`config.mk`:
```
export PLATFORM = sky130hd
export DESIGN_NAME = spmc_top
export DESIGN_NICKNAME = d
export VERILOG_FILES = /design/src/spmc_top.v
export VERILOG_INCLUDE_DIRS = /design/src /design/src/src
export SDC_FILE = /design/constraint.sdc
export NUM_CORES = 1
export LEC_CHECK = 0
export ABC_CLOCK_PERIOD_IN_PS = 1660
export BUFFER_PORTS_ARGS = -buffer_cell sky130_fd_sc_hd__buf_4
export CORE_MARGIN = 2
export CORE_UTILIZATION = 43
export DETAILED_ROUTE_END_ITERATION = 8
export PLACE_DENSITY = 0.91
export SYNTH_ARGS = -nofsm -noshare
export SYNTH_HDL_FRONTEND = slang
export SYNTH_SLANG_ARGS = --single-unit
```
`constraint.sdc`:
```
create_clock -name sys_clk -period 1.66 [get_ports sys_clk]
set_input_delay 0.249 -clock sys_clk [delete_from_list [all_inputs] [get_ports sys_clk]]
set_output_delay 0.249 -clock sys_clk [all_outputs]
set_load 0.01 [all_outputs]
```
`src/spmc_consts.vh`:
```
// Constants for the system power mode control block
`ifndef SPMC_CONSTS_VH
`define SPMC_CONSTS_VH

// ****************************************
// Register word offsets (byte address)
// ****************************************
`define SPMC_OFS_FIXLAT    8'h00
`define SPMC_OFS_LOWEST_POWER_TASK    8'h04
`define SPMC_OFS_DEEPOFF   8'h08
`define SPMC_OFS_SWREG_EN  8'h0C
`define SPMC_OFS_CAUSE     8'h10
`define SPMC_OFS_STATUS    8'h14
`define SPMC_OFS_RAM_RET   8'h18
`define SPMC_OFS_RAM_PWR   8'h1C

// ****************************************
// Reset cause bit positions
// ****************************************
`define SPMC_CAUSE_PIN     0
`define SPMC_CAUSE_WDT     1
`define SPMC_CAUSE_SOFT    2
`define SPMC_CAUSE_LOCKUP  3
`define SPMC_CAUSE_DETECT  4
`define SPMC_CAUSE_W       5

// ****************************************
// Status bit positions
// ****************************************
`define SPMC_ST_SWITCHING  0
`define SPMC_ST_FIXLAT     1
`define SPMC_ST_ON         2
`define SPMC_ST_OFF        3
`define SPMC_ST_EMUL       4
`define SPMC_ST_IDLE       5

// ****************************************
// Power states, one-hot
// ****************************************
`define SPMC_S_ON          3'h1
`define SPMC_S_OFF         3'h2
`define SPMC_S_EMUL        3'h4

// ****************************************
// Reset values
// ****************************************
`define SPMC_RST_SWREG     1'h0
`define SPMC_RST_FIXLAT    1'h0
`define SPMC_RST_CAUSE     5'h00
`define SPMC_RST_RAM       32'h0000_0000

`endif

```
`src/spmc_top.v`:
```
// System power mode control: regulator, deep-off, sub-modes, RAM power
`timescale 1ns/100ps
`include "spmc_consts.vh"

module spmc_top #(
    parameter RAM_SECTIONS = 6
) (
    input  wire                    sys_clk,
    input  wire                    rst,
    input  wire                    por_rst,
    input  wire                    retain_clr,
    input  wire [7:0]              avs_address,
    input  wire                    avs_read,
    input  wire                    avs_write,
    input  wire [31:0]             avs_writedata,
    input  wire [3:0]              avs_byteenable,
    output wire [31:0]             avs_readdata,
    output wire                    avs_waitrequest,
    input  wire                    pin_detect,
    input  wire                    debug_mode,
    input  wire                    load_high,
    input  wire                    cpu_idle,
    input  wire                    periph_idle,
    input  wire [3:0]              reset_src,
    output wire                    switching_active,
    output wire                    linear_active,
    output wire                    core_power_off,
    output wire                    periph_power_off,
    output wire                    task_abort,
    output wire                    sys_reset_req,
    output wire                    power_sources_on,
    output wire                    basic_res_forced,
    output wire                    fixed_latency_mode,
    output wire                    auto_supply_sel,
    output wire [RAM_SECTIONS-1:0] ram_power_on,
    output wire [RAM_SECTIONS-1:0] ram_retain_on
);

    // ****************************************
    // Pin synchronisers
    // ****************************************
    reg  [2:0] pin_s1_q;
    reg  [2:0] pin_s2_q;
    wire       detect_s;
    wire       debug_s;
    wire       load_s;

    // Only the second stage feeds logic
    always @(posedge sys_clk) begin
        if (rst) begin
            pin_s1_q <= 3'h0;
            pin_s2_q <= 3'h0;
        end else begin
            pin_s1_q <= {load_high, debug_mode, pin_detect};
            pin_s2_q <= pin_s1_q;
        end
    end

    assign detect_s = pin_s2_q[0];
    assign debug_s  = pin_s2_q[1];
    assign load_s   = pin_s2_q[2];

    // ****************************************
    // Avalon slave handshake
    // ****************************************
    reg         ack_q;
    reg  [31:0] rdata_q;
    reg  [31:0] rdata_d;
    wire        req;
    wire        wr_fire;
    wire [31:0] be_mask;

    assign req             = avs_read | avs_write;
    assign avs_waitrequest = req & ~ack_q;
    assign wr_fire         = avs_write & ack_q;
    assign avs_readdata    = rdata_q;

    genvar gb;
    generate
        for (gb = 0; gb < 4; gb = gb + 1) begin : g_be
            assign be_mask[gb*8 +: 8] = {8{avs_byteenable[gb]}};
        end
    endgenerate

    always @(posedge sys_clk) begin
        if (rst) begin
            ack_q <= 1'b0;
        end else begin
            ack_q <= req & ~ack_q;
        end
    end

    // ****************************************
    // Register write decode
    // ****************************************
    wire wr_fixlat;
    wire wr_lowest_power_task;
    wire wr_deepoff;
    wire wr_swreg;
    wire wr_cause;
    wire wr_ram_ret;
    wire wr_ram_pwr;
    wire bit0_w;

    assign bit0_w     = avs_writedata[0] & avs_byteenable[0];
    assign wr_fixlat  = wr_fire & (avs_address == `SPMC_OFS_FIXLAT);
    assign wr_lowest_power_task  = wr_fire & (avs_address == `SPMC_OFS_LOWEST_POWER_TASK);
    assign wr_deepoff = wr_fire & (avs_address == `SPMC_OFS_DEEPOFF);
    assign wr_swreg   = wr_fire & (avs_address == `SPMC_OFS_SWREG_EN);
    assign wr_cause   = wr_fire & (avs_address == `SPMC_OFS_CAUSE);
    assign wr_ram_ret = wr_fire & (avs_address == `SPMC_OFS_RAM_RET);
    assign wr_ram_pwr = wr_fire & (avs_address == `SPMC_OFS_RAM_PWR);

    // ****************************************
    // Task pulses
    // ****************************************
    wire fixlat_task;
    wire lowest_power_task_task;
    wire deepoff_task;

    assign fixlat_task  = wr_fixlat & bit0_w;
    assign lowest_power_task_task  = wr_lowest_power_task & bit0_w;
    assign deepoff_task = wr_deepoff & bit0_w;

    // ****************************************
    // Regulator selection
    // ****************************************
    reg swreg_en_q;

    always @(posedge sys_clk) begin
        if (rst) begin
            swreg_en_q <= `SPMC_RST_SWREG;
        end else if (wr_swreg && avs_byteenable[0]) begin
            swreg_en_q <= avs_writedata[0];
        end
    end

    assign switching_active = swreg_en_q & load_s;
    assign linear_active    = ~switching_active;

    // ****************************************
    // Power state machine
    // ****************************************
    localparam [2:0] ST_ON   = `SPMC_S_ON;
    localparam [2:0] ST_OFF  = `SPMC_S_OFF;
    localparam [2:0] ST_EMUL = `SPMC_S_EMUL;

    reg  [2:0] state_q;
    reg  [2:0] state_d;
    reg        abort_q;
    reg        wake_q;
    reg        wake_done_q;
    wire       in_on;
    wire       in_deep;

    assign in_on   = state_q[0];
    assign in_deep = state_q[1] | state_q[2];

    always @* begin
        state_d = state_q;
        case (state_q)
            ST_ON: begin
                if (deepoff_task) begin
                    state_d = debug_s ? ST_EMUL : ST_OFF;
                end
            end
            // Both deep-off states are left only through rst
            ST_OFF: begin
                state_d = ST_OFF;
            end
            ST_EMUL: begin
                state_d = ST_EMUL;
            end
            default: begin
                state_d = ST_ON;
            end
        endcase
    end

    always @(posedge sys_clk) begin
        if (rst) begin
            state_q     <= ST_ON;
            abort_q     <= 1'b0;
            wake_q      <= 1'b0;
            wake_done_q <= 1'b0;
        end else begin
            state_q     <= state_d;
            abort_q     <= in_on & ~state_d[0];
            // One wake pulse per deep-off stay
            wake_q      <= in_deep & detect_s & ~wake_done_q;
            wake_done_q <= wake_done_q | (in_deep & detect_s);
        end
    end

    assign core_power_off   = state_q[1];
    assign periph_power_off = in_deep;
    assign task_abort       = abort_q;
    assign sys_reset_req    = wake_q;

    // ****************************************
    // Sub power modes
    // ****************************************
    reg  fixlat_q;
    wire all_idle;

    always @(posedge sys_clk) begin
        if (rst) begin
            fixlat_q <= `SPMC_RST_FIXLAT;
        end else if (fixlat_task) begin
            fixlat_q <= 1'b1;
        end else if (lowest_power_task_task) begin
            fixlat_q <= 1'b0;
        end
    end

    assign all_idle           = cpu_idle & periph_idle;
    assign power_sources_on   = in_on & ~all_idle;
    assign basic_res_forced   = in_on & (~all_idle | fixlat_q);
    assign fixed_latency_mode = in_on & all_idle & fixlat_q;
    assign auto_supply_sel    = in_on & all_idle & ~fixlat_q;

    // ****************************************
    // Reset cause
    // ****************************************
    wire [`SPMC_CAUSE_W-1:0] cause_q;
    wire [`SPMC_CAUSE_W-1:0] cause_set;
    wire [`SPMC_CAUSE_W-1:0] cause_clr;

    localparam [`SPMC_CAUSE_W-1:0] CAUSE_RST = `SPMC_RST_CAUSE;

    assign cause_set = {wake_q, reset_src};
    assign cause_clr = wr_cause ?
        (avs_writedata[`SPMC_CAUSE_W-1:0] & be_mask[`SPMC_CAUSE_W-1:0]) :
        {`SPMC_CAUSE_W{1'b0}};

    // A new cause beats a write-one-to-clear in the same cycle
    genvar gc;
    generate
        for (gc = 0; gc < `SPMC_CAUSE_W; gc = gc + 1) begin : g_cause
            reg flag_q;

            always @(posedge sys_clk) begin
                if (por_rst) begin
                    flag_q <= CAUSE_RST[gc];
                end else if (cause_set[gc]) begin
                    flag_q <= 1'b1;
                end else if (cause_clr[gc]) begin
                    flag_q <= 1'b0;
                end
            end

            assign cause_q[gc] = flag_q;
        end
    endgenerate

    // ****************************************
    // RAM section power settings
    // ****************************************
    wire [RAM_SECTIONS-1:0] ram_ret_q;
    wire [RAM_SECTIONS-1:0] ram_pwr_q;
    wire [RAM_SECTIONS-1:0] ram_be;
    wire [RAM_SECTIONS-1:0] ram_wd;

    localparam [31:0] RAM_RST = `SPMC_RST_RAM;

    assign ram_be = be_mask[RAM_SECTIONS-1:0];
    assign ram_wd = avs_writedata[RAM_SECTIONS-1:0];

    // One retention and one power bit per section; rst leaves both alone
    genvar gr;
    generate
        for (gr = 0; gr < RAM_SECTIONS; gr = gr + 1) begin : g_ram
            reg ret_q;
            reg pwr_q;

            always @(posedge sys_clk) begin
                if (por_rst || retain_clr) begin
                    ret_q <= RAM_RST[gr];
                    pwr_q <= RAM_RST[gr];
                end else begin
                    if (wr_ram_ret && ram_be[gr]) begin
                        ret_q <= ram_wd[gr];
                    end
                    if (wr_ram_pwr && ram_be[gr]) begin
                        pwr_q <= ram_wd[gr];
                    end
                end
            end

            assign ram_ret_q[gr]     = ret_q;
            assign ram_pwr_q[gr]     = pwr_q;
            assign ram_power_on[gr]  = ~core_power_off & pwr_q;
            // Powered sections are retained too while the core is on
            assign ram_retain_on[gr] = core_power_off ? ret_q : (ret_q | pwr_q);
        end
    endgenerate

    // ****************************************
    // Read data
    // ****************************************
    wire [5:0] status;

    assign status = {all_idle, state_q[2], state_q[1], in_on,
                     fixlat_q, switching_active};

    always @* begin
        rdata_d = 32'h0000_0000;
        case (avs_address)
            `SPMC_OFS_SWREG_EN: rdata_d[0] = swreg_en_q;
            `SPMC_OFS_CAUSE:    rdata_d[`SPMC_CAUSE_W-1:0] = cause_q;
            `SPMC_OFS_STATUS:   rdata_d[5:0] = status;
            `SPMC_OFS_RAM_RET:  rdata_d[RAM_SECTIONS-1:0] = ram_ret_q;
            `SPMC_OFS_RAM_PWR:  rdata_d[RAM_SECTIONS-1:0] = ram_pwr_q;
            default:            rdata_d = 32'h0000_0000;
        endcase
    end

    always @(posedge sys_clk) begin
        if (rst) begin
            rdata_q <= 32'h0000_0000;
        end else if (avs_read && !ack_q) begin
            rdata_q <= rdata_d;
        end
    end

endmodule // spmc_top

```
Yosys cells after proc, flatten, opt, wreduce, memory -nomap -nowiden
Index checks and enable logic that the tools add are counted.
{"block": "op_classes", "n_eq_ne": 11, "n_mux": 25, "bitwise": 47, "reduce_logical": 13}
{"op": "equality test 8 x 5 -> 1 bit, second input constant", "n": 4}
{"op": "bitwise AND 1 bit", "n": 29}
{"op": "two-way mux 1 bit", "n": 18}
{"op": "equality test 8 x 4 -> 1 bit, second input constant", "n": 2}
{"op": "one-hot mux 4 bit (4 select lines)", "n": 1}
{"op": "nonzero test 2 bit", "n": 6}
{"op": "bitwise OR 1 bit", "n": 10}
{"op": "one-hot mux 3 bit (3 select lines)", "n": 1}
{"op": "equality test 8 x 3 -> 1 bit, second input constant", "n": 1}
{"op": "zero test 8 bit", "n": 1}
{"op": "inverter 1 bit", "n": 7}
{"op": "two-way mux 3 bit", "n": 2}
{"op": "bitwise AND 5 bit", "n": 1}
{"op": "two-way mux 5 bit", "n": 1}
{"op": "one-hot mux 1 bit (5 select lines)", "n": 1}
{"op": "logical AND 1 bit", "n": 4}
{"op": "equality test 3 x 1 -> 1 bit, second input constant", "n": 1}
{"op": "equality test 3 x 2 -> 1 bit, second input constant", "n": 1}
{"op": "equality test 3 bit, second input constant", "n": 1}
{"op": "one-hot mux 1 bit (3 select lines)", "n": 1}
{"op": "inequality test 2 bit, second input constant", "n": 1}
{"op": "zero test 1 bit", "n": 1}
{"op": "logical OR 1 bit", "n": 1}
{"block": "totals", "reg_bits": 38, "input_bits": 59, "out_inout_bits": 55, "wordCells": 124}

Longest topological paths before layout
Gate-level depths: netlist (run 1).
{"block": "depth", "depth_word": 7, "ltp_mapped": 6}

Worst setup path after synthesis (run 1)
No wires, ideal clock.
{"block": "synth_path", "kind": "flip-flop to output port", "from": "register state_q[1]", "to": "output port ram_retain_on[0]", "arrival_ps": 1113, "setup_slack_ps": 298, "stages_incl_launch_ff": 4, "n_path_buf": 1, "cell_sequence": "dfxtp_1 -> clkbuf_1 -> nor2b_1 -> or2_2"}
{"block": "synth_between", "elab_chain_len": 1}
{"element": "from (decl)", "line_no": "spmc_top.v:148", "source": "reg [2:0] state_q;"}
{"element": "from (signal assigned)", "line_no": "spmc_top.v:187", "source": "state_q <= state_d;"}
{"element": "two-way mux 1 bit", "line_no": "spmc_top.v:294", "source": "assign ram_retain_on[gr] = core_power_off ? ret_q : (ret_q | pwr_q);"}
{"element": "to (decl)", "line_no": "spmc_top.v:36", "source": "output wire [RAM_SECTIONS-1:0] ram_retain_on"}
Every way passes these cells.

Worst setup path after layout (run 1)
{"block": "layout_path", "from": "register state_q[1]", "to": "output port ram_retain_on[1]"}
The elaborated chain is that of the path after synthesis.

==> results.tsv, run 1 <==
stage	metric	value	unit
sta	Final period util	95.9	%
cts	CTS tree	yes	
worst_hold_path	hold depth	2	
cts	clk slew on worst S/H paths	70	ps
sta	Final setup viols	0	
yosys	Post-synth EDFFs	0	
place	Final HPWL DP	3470	µm
sta	Final WS setup	67.4	ps
cts	CTS Sinks	38	
critical_path	Setup CP Type	flip-flop to output port	
yosys	largest area contributor in the netlist	dfxtp_1	
sta	Slew Viols, Final	0	
routing	DRC Markers	0	
sta	worst clock skew	4.66	ps
cts	post-CTS resize count	1	
yosys	flops & latches, synth	38	
cts	Skew-Pair Late Insertion Delay	290	ps
yosys	top-area cell type share of the netlist area	39.2	%
cts	Clock Tree Root	clkbuf_8	
routing	first drt pass iteration count	4	
global_route	vias in the first global route	1588	
cts	total CTS buffers	5	
critical_path	CP Capture Type	output port	
cts	Max Buffers Root-to-Sink	2	
routing	Post-Route WL	4500	µm
cts	CTS H-tree depth	2	
final_layout	Finished Core Util	55.7	%
sta	setup tns final	0	ps
routing	Routed Antenna Nets	0	
yosys	cell count after synthesis	216	
routing	1st-iter DRT viols	59	
worst_hold_path	min-delay worst type	input pin to flip-flop	
global_route	Remaining Overflow, GRT	0	
floorplan	# IOs	114	
final_layout	synth-to-layout area growth	24.9	%
sta	Final Critical Period	1590	ps
critical_path	Reg2Reg Depth	5	
routing	vias	1676	
global_route	global-route wire length before repair	7070	µm
final_layout	fin nets	336	
power	pwr/cell area	718	mW/mm²
critical_path	Critical Path AT	1340	ps
floorplan	core area	0.00435	mm²
final_layout	share of post-route cells with drive strength above 1	30.8	%
global_route	gr usage total	17.8	%
routing	Vias per Instance	5.11	
critical_path	crit start category	flip-flop	
final_layout	Ant. Diodes	0	
place	GP Congestion	0.860	
final_layout	post-route cell area	0.00243	mm²
power	VDD IR max	310	µV
critical_path	Worst Path Max Fanout	13	
yosys	Cell variety after synth	36	
floorplan	Row Count	24	
floorplan	die extent in x	71.2	µm
status	status	complete, no violations	
global_route	antenna violations before repair	0	
sta	Hold Vio Cnt, Final	0	
yosys	Seq/Total Area, Yosys	39.2	%
place	area of placed instances	0.00234	mm²
yosys	Syn Area/Cell	8.99	µm²
floorplan	Initial Util	44.6	%
yosys	synth warn	0	
yosys	Main synth FF type	dfxtp_1	
yosys	Async SR Flop Fraction	0	%
yosys	Syn Std Cell Area	0.00194	mm²
place	I/O Buffers	58	
sta	fmax	628	MHz
floorplan	die footprint	0.00507	mm²
yosys	Synth area leaders	dfxtp_1 39%, buf_4 11%, mux2i_1 8.8%	
sta	RSZ-0062 raised after global routing	false	
power	leak pwr	1.15	nW
place	Setup WS pre-CTS	-24.5	ps
cts	# hold bufs at CTS	0	
floorplan	Die Ht	71.2	µm
critical_path	Critical Path RT	1410	ps
global_route	largest net degree at the start of global routing	17	
cts	setup repair bufs after CTS	0	
flow_run	max cap viols	0	
sta	Min Hold Slack	167	ps
routing	WL/cell	13.7	µm
[cell usage after synthesis, types with 2 or more instances]
| cell | instances |
|---|---|
| o21ai_0 | 2 |
| and4_1 | 2 |
| nor2b_1 | 13 |
| or2_2 | 7 |
| nor3_1 | 10 |
| nand2_1 | 10 |
| a21oi_1 | 3 |
| and4b_1 | 5 |
| buf_4 | 28 |
| nor3b_1 | 4 |
| a31oi_1 | 2 |
| dfxtp_1 | 38 |
| a221oi_1 | 4 |
| mux2i_1 | 17 |
| and2_1 | 4 |
| o21ai_1 | 5 |
| nor2_1 | 31 |
| inv_1 | 5 |
| and3_1 | 2 |
| nand4_1 | 3 |
| clkbuf_1 | 5 |
| buf_6 | 2 |
[final timing paths]
path               start                to  slack [ps]
max           state_q[1]  ram_retain_on[1]          70
min           pin_detect       pin_s1_q[0]         170
max reg2reg        ack_q    g_ram[4].ret_q         240
min reg2reg  wake_done_q     sys_reset_req         420
[layout make-up]
class	instances	area (µm²)
clock buffers	6	82.6
inverters	5	18.8
repair buffers	64	493
multi-input cells	163	1000
well taps	52	65.1
fillers	379	1930
flip-flops and latches	38	762
[per-stage QoR]
step	total power [mW]	instances
3_3_place_gp	1.15	322
5_1_grt	1.81	328
6_report	1.74	328
2_1_floorplan	1.10	241
4_1_cts	1.75	328
3_5_place_dp	1.15	322
[layer usage]
layer | vias up | part of all wire [%] | track usage [%]
li1 | 809 | - | -
met1 | 787 | 40 | 20.4
met2 | 73 | 49 | 30.2
met3 | 7 | 8.9 | 4.84
met4 | 0 | 1.8 | 8.81
met5 | - | 0 | 0
[logic make-up (layout without fill, tap and decap cells)]
group | Yosys count | count (layout) | share of synthesized area [%]
other cells | 1 | 26 | 0.193
flops | 38 | 38 | 39.2
mux | 19 | 19 | 10.5
compound gates | 20 | 20 | 6.83
simple gates | 98 | 98 | 29.4
buf+inv | 40 | 75 | 13.9
[worst max-delay path, stage by stage (launching register included)]
cell and delay, ps:
dfxtp_2 480, nor2b_1 110, or2_2 300, buf_4 150
[state kept, by name, indices dropped and copies added (netlist names)]
| signal | cells |
|---|---|
| avs_readdata | 6 |
| g_ram.pwr_q | 6 |
| g_ram.ret_q | 6 |
| g_cause.flag_q | 5 |
| pin_s1_q | 3 |
| pin_s2_q | 3 |
| state_q | 3 |
| ack_q | 1 |
| fixlat_q | 1 |
| swreg_en_q | 1 |
| sys_reset_req | 1 |
| task_abort | 1 |
| wake_done_q | 1 |
[report_power, final]
group	switching [mW]	total, mW	internal, mW	leakage (nW)
clock	0.289	0.609	0.320	0.0431
sequential	0.00802	0.937	0.929	0.310
combinational	0.107	0.196	0.0892	0.796
total	0.404	1.74	1.34	1.15
[cells in the final DEF, fill, tap and decap left out, types with 2 or more instances in the layout]
cell type,n
nand2_1,10
buf_4,63
or2_2,7
dfxtp_1,37
clkbuf_8,6
o21ai_1,5
and2_1,4
and3_1,2
nor2_1,31
mux2i_1,17
nand4_1,3
inv_1,5
and4b_1,5
a31oi_1,2
nor2b_1,13
o21ai_0,2
and4_1,2
nor3b_1,4
a221oi_1,4
conb_1,26
nor3_1,10
a21oi_1,3
No activity file was read; power rests on OpenSTA's default activity.
==> run 2: changes to the inputs <==
==> constraint.sdc (replaced) <==
create_clock -name sys_clk -period 1.66 [get_ports sys_clk]
set_input_delay 0.249 -clock sys_clk [delete_from_list [all_inputs] [get_ports sys_clk]]
set_output_delay 0.249 -clock sys_clk [all_outputs]
set_load 0.05 [all_outputs]
==> run 2 against run 1 <==
Against the previous run:
- cell count increased by 0.30%
- highest routed layer unchanged
- clock-buffer cell count decreased by 1
- utilization increased by 1.2 points
- final area increased by 2.2%
- largest cell class unchanged
- clock power increased by 24%
==> results.tsv, run 2 (synthesis results as in run 1) <==
stage	metric	value	unit	change
power	pwr/cell area	814	mW/mm²	+13%
critical_path	Setup CP Type	flip-flop to output port		
sta	Final setup viols	0		unchanged
place	Final HPWL DP	3600	µm	+3.7%
place	I/O Buffers	58		unchanged
cts	# hold bufs at CTS	0		unchanged
routing	Routed Antenna Nets	0		unchanged
cts	Clock Tree Root	clkbuf_8		
sta	worst clock skew	1.86	ps	-2.81 ps
final_layout	Fillers	382		+0.79%
routing	first drt pass iteration count	4		unchanged
critical_path	Worst Path Max Fanout	10		-3
final_layout	commonest non-fill, non-tap cell in the layout	buf_4		
flow_run	max cap viols	0		unchanged
global_route	global-route wire length before repair	7370	µm	+4.2%
power	Tot Pwr	2.02	mW	+16%
power	VDD IR max	353	µV	+14%
power	leak pwr	1.17	nW	+1.5%
routing	DRC Markers	0		unchanged
floorplan	Die Ht	71.2	µm	unchanged
final_layout	Finished Layout Cells	329		+0.30%
critical_path	Critical Path AT	1310	ps	-30 ps
sta	Final WS setup	105	ps	+38.1 ps
final_layout	Finished Core Util	56.9	%	+1.2 points
place	dpl cells	321		-0.31%
sta	fmax	643	MHz	+2.4%
cts	setup repair bufs after CTS	0		unchanged
final_layout	multi-input logic area	0.00103	mm²	+2.7%
final_layout	most frequent cells in the layout	62 x buf_4, 37 x dfxtp_1, 31 x nor2_1, 26 x conb_1, 17 x mux2i_1		
critical_path	Critical Path RT	1410	ps	about the same
cts	clk slew on worst S/H paths	70	ps	about the same
cts	CTS tree	yes		
sta	Slew Viols, Final	0		unchanged
routing	1st-iter DRT viols	124		+110%
final_layout	fin nets	335		-0.30%
floorplan	Row Count	24		unchanged
floorplan	die footprint	0.00507	mm²	unchanged
final_layout	register area	764	µm²	+0.33%
cts	Skew-Pair Late Insertion Delay	290	ps	about the same
floorplan	# IOs	114		unchanged
routing	Post-Route WL	4670	µm	+3.6%
place	GP Congestion	0.817		-5.0%
floorplan	die extent in x	71.2	µm	unchanged
global_route	largest net degree at the start of global routing	17		unchanged
cts	Max Buffers Root-to-Sink	2		unchanged
sta	Final period util	93.6	%	-2.3 points
final_layout	share of post-route cells with drive strength above 1	34.3	%	+3.5 points
sta	Hold Vio Cnt, Final	0		unchanged
sta	setup tns final	0	ps	unchanged
floorplan	Initial Util	44.6	%	unchanged
critical_path	CP Capture Type	output port		
sta	Final Critical Period	1550	ps	-38.1 ps
cts	total CTS buffers	5		unchanged
routing	Vias per Instance	5.22		+2.3%
global_route	vias in the first global route	1641		+3.3%
cts	post-CTS resize count	0		-1
global_route	gr usage total	18.3	%	+0.49 points
routing	vias	1719		+2.6%
critical_path	crit start category	flip-flop		
routing	WL/cell	14.2	µm	+3.3%
place	Setup WS pre-CTS	-17.2	ps	+7.24 ps
status	status	complete, no violations		
final_layout	synth-to-layout area growth	27.6	%	
global_route	antenna violations before repair	0		unchanged
global_route	Remaining Overflow, GRT	0		unchanged
cts	CTS Sinks	38		unchanged
floorplan	core area	0.00435	mm²	unchanged
final_layout	Ant. Diodes	0		unchanged
worst_hold_path	min-delay worst type	input pin to flip-flop		
sta	RSZ-0062 raised after global routing	false		
cts	CTS H-tree depth	2		unchanged
-- run 2: cell count changes in the layout (fill, tap and decap cells not counted), sizes merged --
cell	delta
buf	-1
bufinv	+1
clkbuf	-1
clkinv	+2
clkinvlp	+1
inv	-1
-- run 2: area by class of cell --
| cell class | instances | share of cell area, % |
|---|---|---|
| Tap cell | 52 | 2.62 |
| Inverter | 5 | 0.909 |
| Multi-Input combinational cell | 163 | 41.6 |
| Clock inverter | 3 | 1.62 |
| Clock buffer | 5 | 2.78 |
| Sequential cell | 38 | 30.8 |
| Timing Repair Buffer | 63 | 19.6 |
-- run 2: where the power goes --
part | switching, mW | internal (mW)
sequential | 0.00957 | 0.927
clock | 0.316 | 0.442
combinational | 0.235 | 0.0888
total | 0.560 | 1.46
-- run 2: stage by stage --
step / cell area [µm²] / hold WS [ps]
after global placement: 2370 / 404
final: 2480 / 169
after CTS: 2480 / 166
after detailed placement: 2370 / 410
after global routing: 2480 / 171
after floorplan: 2070 / 321
-- run 2: final timing paths --
check | from | to | slack [ps] | cells after the start
max | state_q[0] | auto_supply_sel | 110 | 2
min | debug_mode | pin_s1_q[1] | 170 | 2
max reg2reg | ack_q | g_ram[1].pwr_q | 210 | 4
min reg2reg | wake_done_q | sys_reset_req | 420 | 1
-- run 2: routing by layer --
layer	global-route usage, %	wire [µm]	up-vias
li1	-	-	812
met1	21.0	1830	813
met2	32.6	2410	85
met3	3.70	325	9
met4	7.76	98	0
met5	0	0	-
-- run 2: worst max-delay path, cell delays in order, from the launching register on --
cell and delay (ps):
dfxtp_1 530, nor3b_2 260, buf_4 230
==> run 3: changes to the inputs <==
--- a/config.mk
+++ b/config.mk
@@ -9,9 +9,10 @@
 export ABC_CLOCK_PERIOD_IN_PS = 1660
 export BUFFER_PORTS_ARGS = -buffer_cell sky130_fd_sc_hd__buf_4
 export CORE_MARGIN = 2
-export CORE_UTILIZATION = 43
+export CORE_UTILIZATION = 45
+export CTS_BUF_LIST = sky130_fd_sc_hd__clkbuf_8
 export DETAILED_ROUTE_END_ITERATION = 8
-export PLACE_DENSITY = 0.91
+export PLACE_DENSITY = 0.94
 export SYNTH_ARGS = -nofsm -noshare
 export SYNTH_HDL_FRONTEND = slang
 export SYNTH_SLANG_ARGS = --single-unit
==> run 3 against run 2 <==
Against the previous run:
- utilization grew 2.9 points
- worst setup slack lost 2.0 ps
- cell count shrank 0.91%
- clock power shrank 22%
- die area shrank 4.2%
- sequential power is essentially flat
- non-clock buffer count is the same
- sequential share of layout area grew 0.41 points
- final area shrank 1.3%
- fmax shrank 0.13%
- critical endpoint is now ram_retain_on[1]
- largest cell class unchanged
- largest power group unchanged
==> results.tsv, run 3 (synthesis results as in run 1) <==
stage	metric	value	unit	change
global_route	Remaining Overflow, GRT	0		unchanged
power	pwr/cell area	757	mW/mm²	-7.0%
power	leak pwr	1.15	nW	-1.2%
critical_path	r2r endpoint	g_ram[5].pwr_q		
place	Setup WS pre-CTS	-12.3	ps	+4.96 ps
flow_run	max cap viols	0		unchanged
routing	top routing layer in use	met4		
critical_path	Crit. Startpoint	state_q[1]		
power	VDD IR max	500	µV	+42%
critical_path	Reg2Reg Setup Slack	210	ps	about the same
final_layout	share of post-route cells with drive strength above 1	34.1	%	-0.24 points
sta	Slew Viols, Final	0		unchanged
routing	M1 WL	1860	µm	+1.6%
sta	fmax	642	MHz	-0.13%
power	P_int	1.30	mW	-11%
routing	vias	1697		-1.3%
sta	Hold Vio Cnt, Final	0		unchanged
critical_path	Critical Path RT	1410	ps	about the same
sta	setup tns final	0	ps	unchanged
global_route	antenna violations before repair	0		unchanged
floorplan	core area	0.00409	mm²	-6.1%
critical_path	CP max stage cell	dfxtp_4		
status	status	complete, no violations		
sta	Final Critical Period	1560	ps	+1.98 ps
worst_hold_path	min-delay worst type	input pin to flip-flop		
sta	Final WS setup	104	ps	-1.98 ps
power	clock power share	31.9	%	-5.6 points
sta	worst clock skew	4.63	ps	+2.77 ps
place	GP Congestion	0.866		+6.0%
floorplan	Die Ht	69.7	µm	-2.1%
cts	CTS Sinks	38		unchanged
routing	DRC Markers	0		unchanged
critical_path	worst r2r src	ack_q		
power	Sw Share	29.9	%	+2.1 points
sta	RSZ-0062 raised after global routing	false		
routing	1st-iter DRT viols	195		+57%
critical_path	Reg2Reg Depth	4		unchanged
global_route	largest net degree at the start of global routing	17		unchanged
floorplan	# IOs	114		unchanged
critical_path	worst-path cell chain	nor2b_2 -> or2_2 -> buf_4		
critical_path	crit start category	flip-flop		
global_route	global-route wire length before repair	7650	µm	+3.7%
critical_path	family with the most delay on the worst path	flip-flops		
cts	Skew-Pair Late Insertion Delay	290	ps	about the same
critical_path	CP Capture Type	output port		
routing	Post-Route WL	4690	µm	+0.41%
routing	WL/cell	14.4	µm	+1.3%
power	sequential share of power	50.6	%	+4.2 points
critical_path	Setup CP Type	flip-flop to output port		
routing	Vias per Instance	5.21		-0.37%
worst_hold_path	min-delay src	debug_mode		
routing	first drt pass iteration count	4		unchanged
place	dpl cells	319		-0.62%
final_layout	Ant. Diodes	0		unchanged
power	P_sw	554	µW	-1.2%
global_route	vias in the first global route	1666		+1.5%
sta	Final period util	93.8	%	+0.12 points
cts	CTS tree	yes		
floorplan	Row Count	23		-4.2%
cts	CTS H-tree depth	2		unchanged
cts	Max Buffers Root-to-Sink	2		unchanged
critical_path	Worst Path Max Fanout	13		+3
routing	Met2 Routed Length	2360	µm	-2.2%
final_layout	commonest non-fill, non-tap cell in the layout	buf_4		
cts	setup repair bufs after CTS	0		unchanged
critical_path	Critical Path AT	1310	ps	about the same
floorplan	die extent in x	69.7	µm	-2.1%
final_layout	most frequent cells in the layout	62 x buf_4, 37 x dfxtp_1, 31 x nor2_1, 26 x conb_1, 17 x mux2i_1		
critical_path	CP Depth	3		+1
cts	clk slew on worst S/H paths	70	ps	about the same
place	Final HPWL DP	3640	µm	+1.1%
final_layout	synth-to-layout area growth	26.0	%	
routing	Routed Antenna Nets	0		unchanged
sta	Final setup viols	0		unchanged
cts	Clock Tree Root	clkbuf_8		
floorplan	die footprint	0.00486	mm²	-4.2%
final_layout	Finished Layout Cells	326		-0.91%
global_route	gr usage total	19.4	%	+1.2 points
critical_path	largest stage delay on the critical path	450	ps	-80 ps
floorplan	Initial Util	47.5	%	+2.9 points
cts	total CTS buffers	5		unchanged
power	Logic pwr share	17.5	%	+1.4 points
critical_path	Critical path buffers and inverters	1		unchanged
routing	metal3 WL	360	µm	+11%
place	I/O Buffers	58		unchanged
final_layout	Finished Core Util	59.9	%	+2.9 points
critical_path	CP Capture Point	ram_retain_on[1]		
final_layout	fin nets	335		unchanged
==> run 3: changes by cell type in the layout (fill, tap and decap cells not counted) <==
cell       before  now
bufinv_16       1    0
==> run 3: layout make-up <==
type                       count  area [µm²]
clock buffer                   5        68.8
clock inverter                 2        10.0
fill                         353        1640
inverter                       5        22.5
multi-input combinational    163        1030
sequential                    38         764
tap                           50        62.6
timing repair buffer          63         485
==> run 3: power groups by stage <==
stage	clock, mW	combinational, mW	sequential [mW]
after floorplan	0	0.269	0.962
after global placement	0	0.316	0.958
after detailed placement	0	0.321	0.959
after CTS	0.596	0.322	0.938
after global routing	0.641	0.343	0.937
final	0.591	0.324	0.936
==> run 3: worst min-delay path by stage <==
| stage | depth (start not counted) | endpoint |
|---|---|---|
| global placement | 1 | sys_reset_req |
| detailed placement | 1 | sys_reset_req |
| CTS | 2 | pin_s1_q[1] |
| floorplan | 1 | pin_s1_q[2] |
| global route | 2 | pin_s1_q[2] |
| finish | 2 | pin_s1_q[1] |
==> run 3: timing repair <==
action,in CTS,in global routing
hold buffers,0,0
setup endpoints to repair,0,5
resized for setup,0,1
==> run 3: layer usage <==
| metal | up-vias | track usage, % |
|---|---|---|
| met5 | - | 0 |
| met4 | 0 | 6.62 |
| met3 | 12 | 5.96 |
| met2 | 79 | 33.4 |
| met1 | 795 | 23.0 |
| li1 | 811 | - |
==> run 3: through the flow <==
step | power, mW | instance area (µm²) | hold slack [ps]
3_3_place_gp | 1.27 | 2360 | 405
6_report | 1.85 | 2450 | 168
5_1_grt | 1.92 | 2450 | 167
4_1_cts | 1.86 | 2440 | 165
3_5_place_dp | 1.28 | 2360 | 410
2_1_floorplan | 1.23 | 2070 | 321
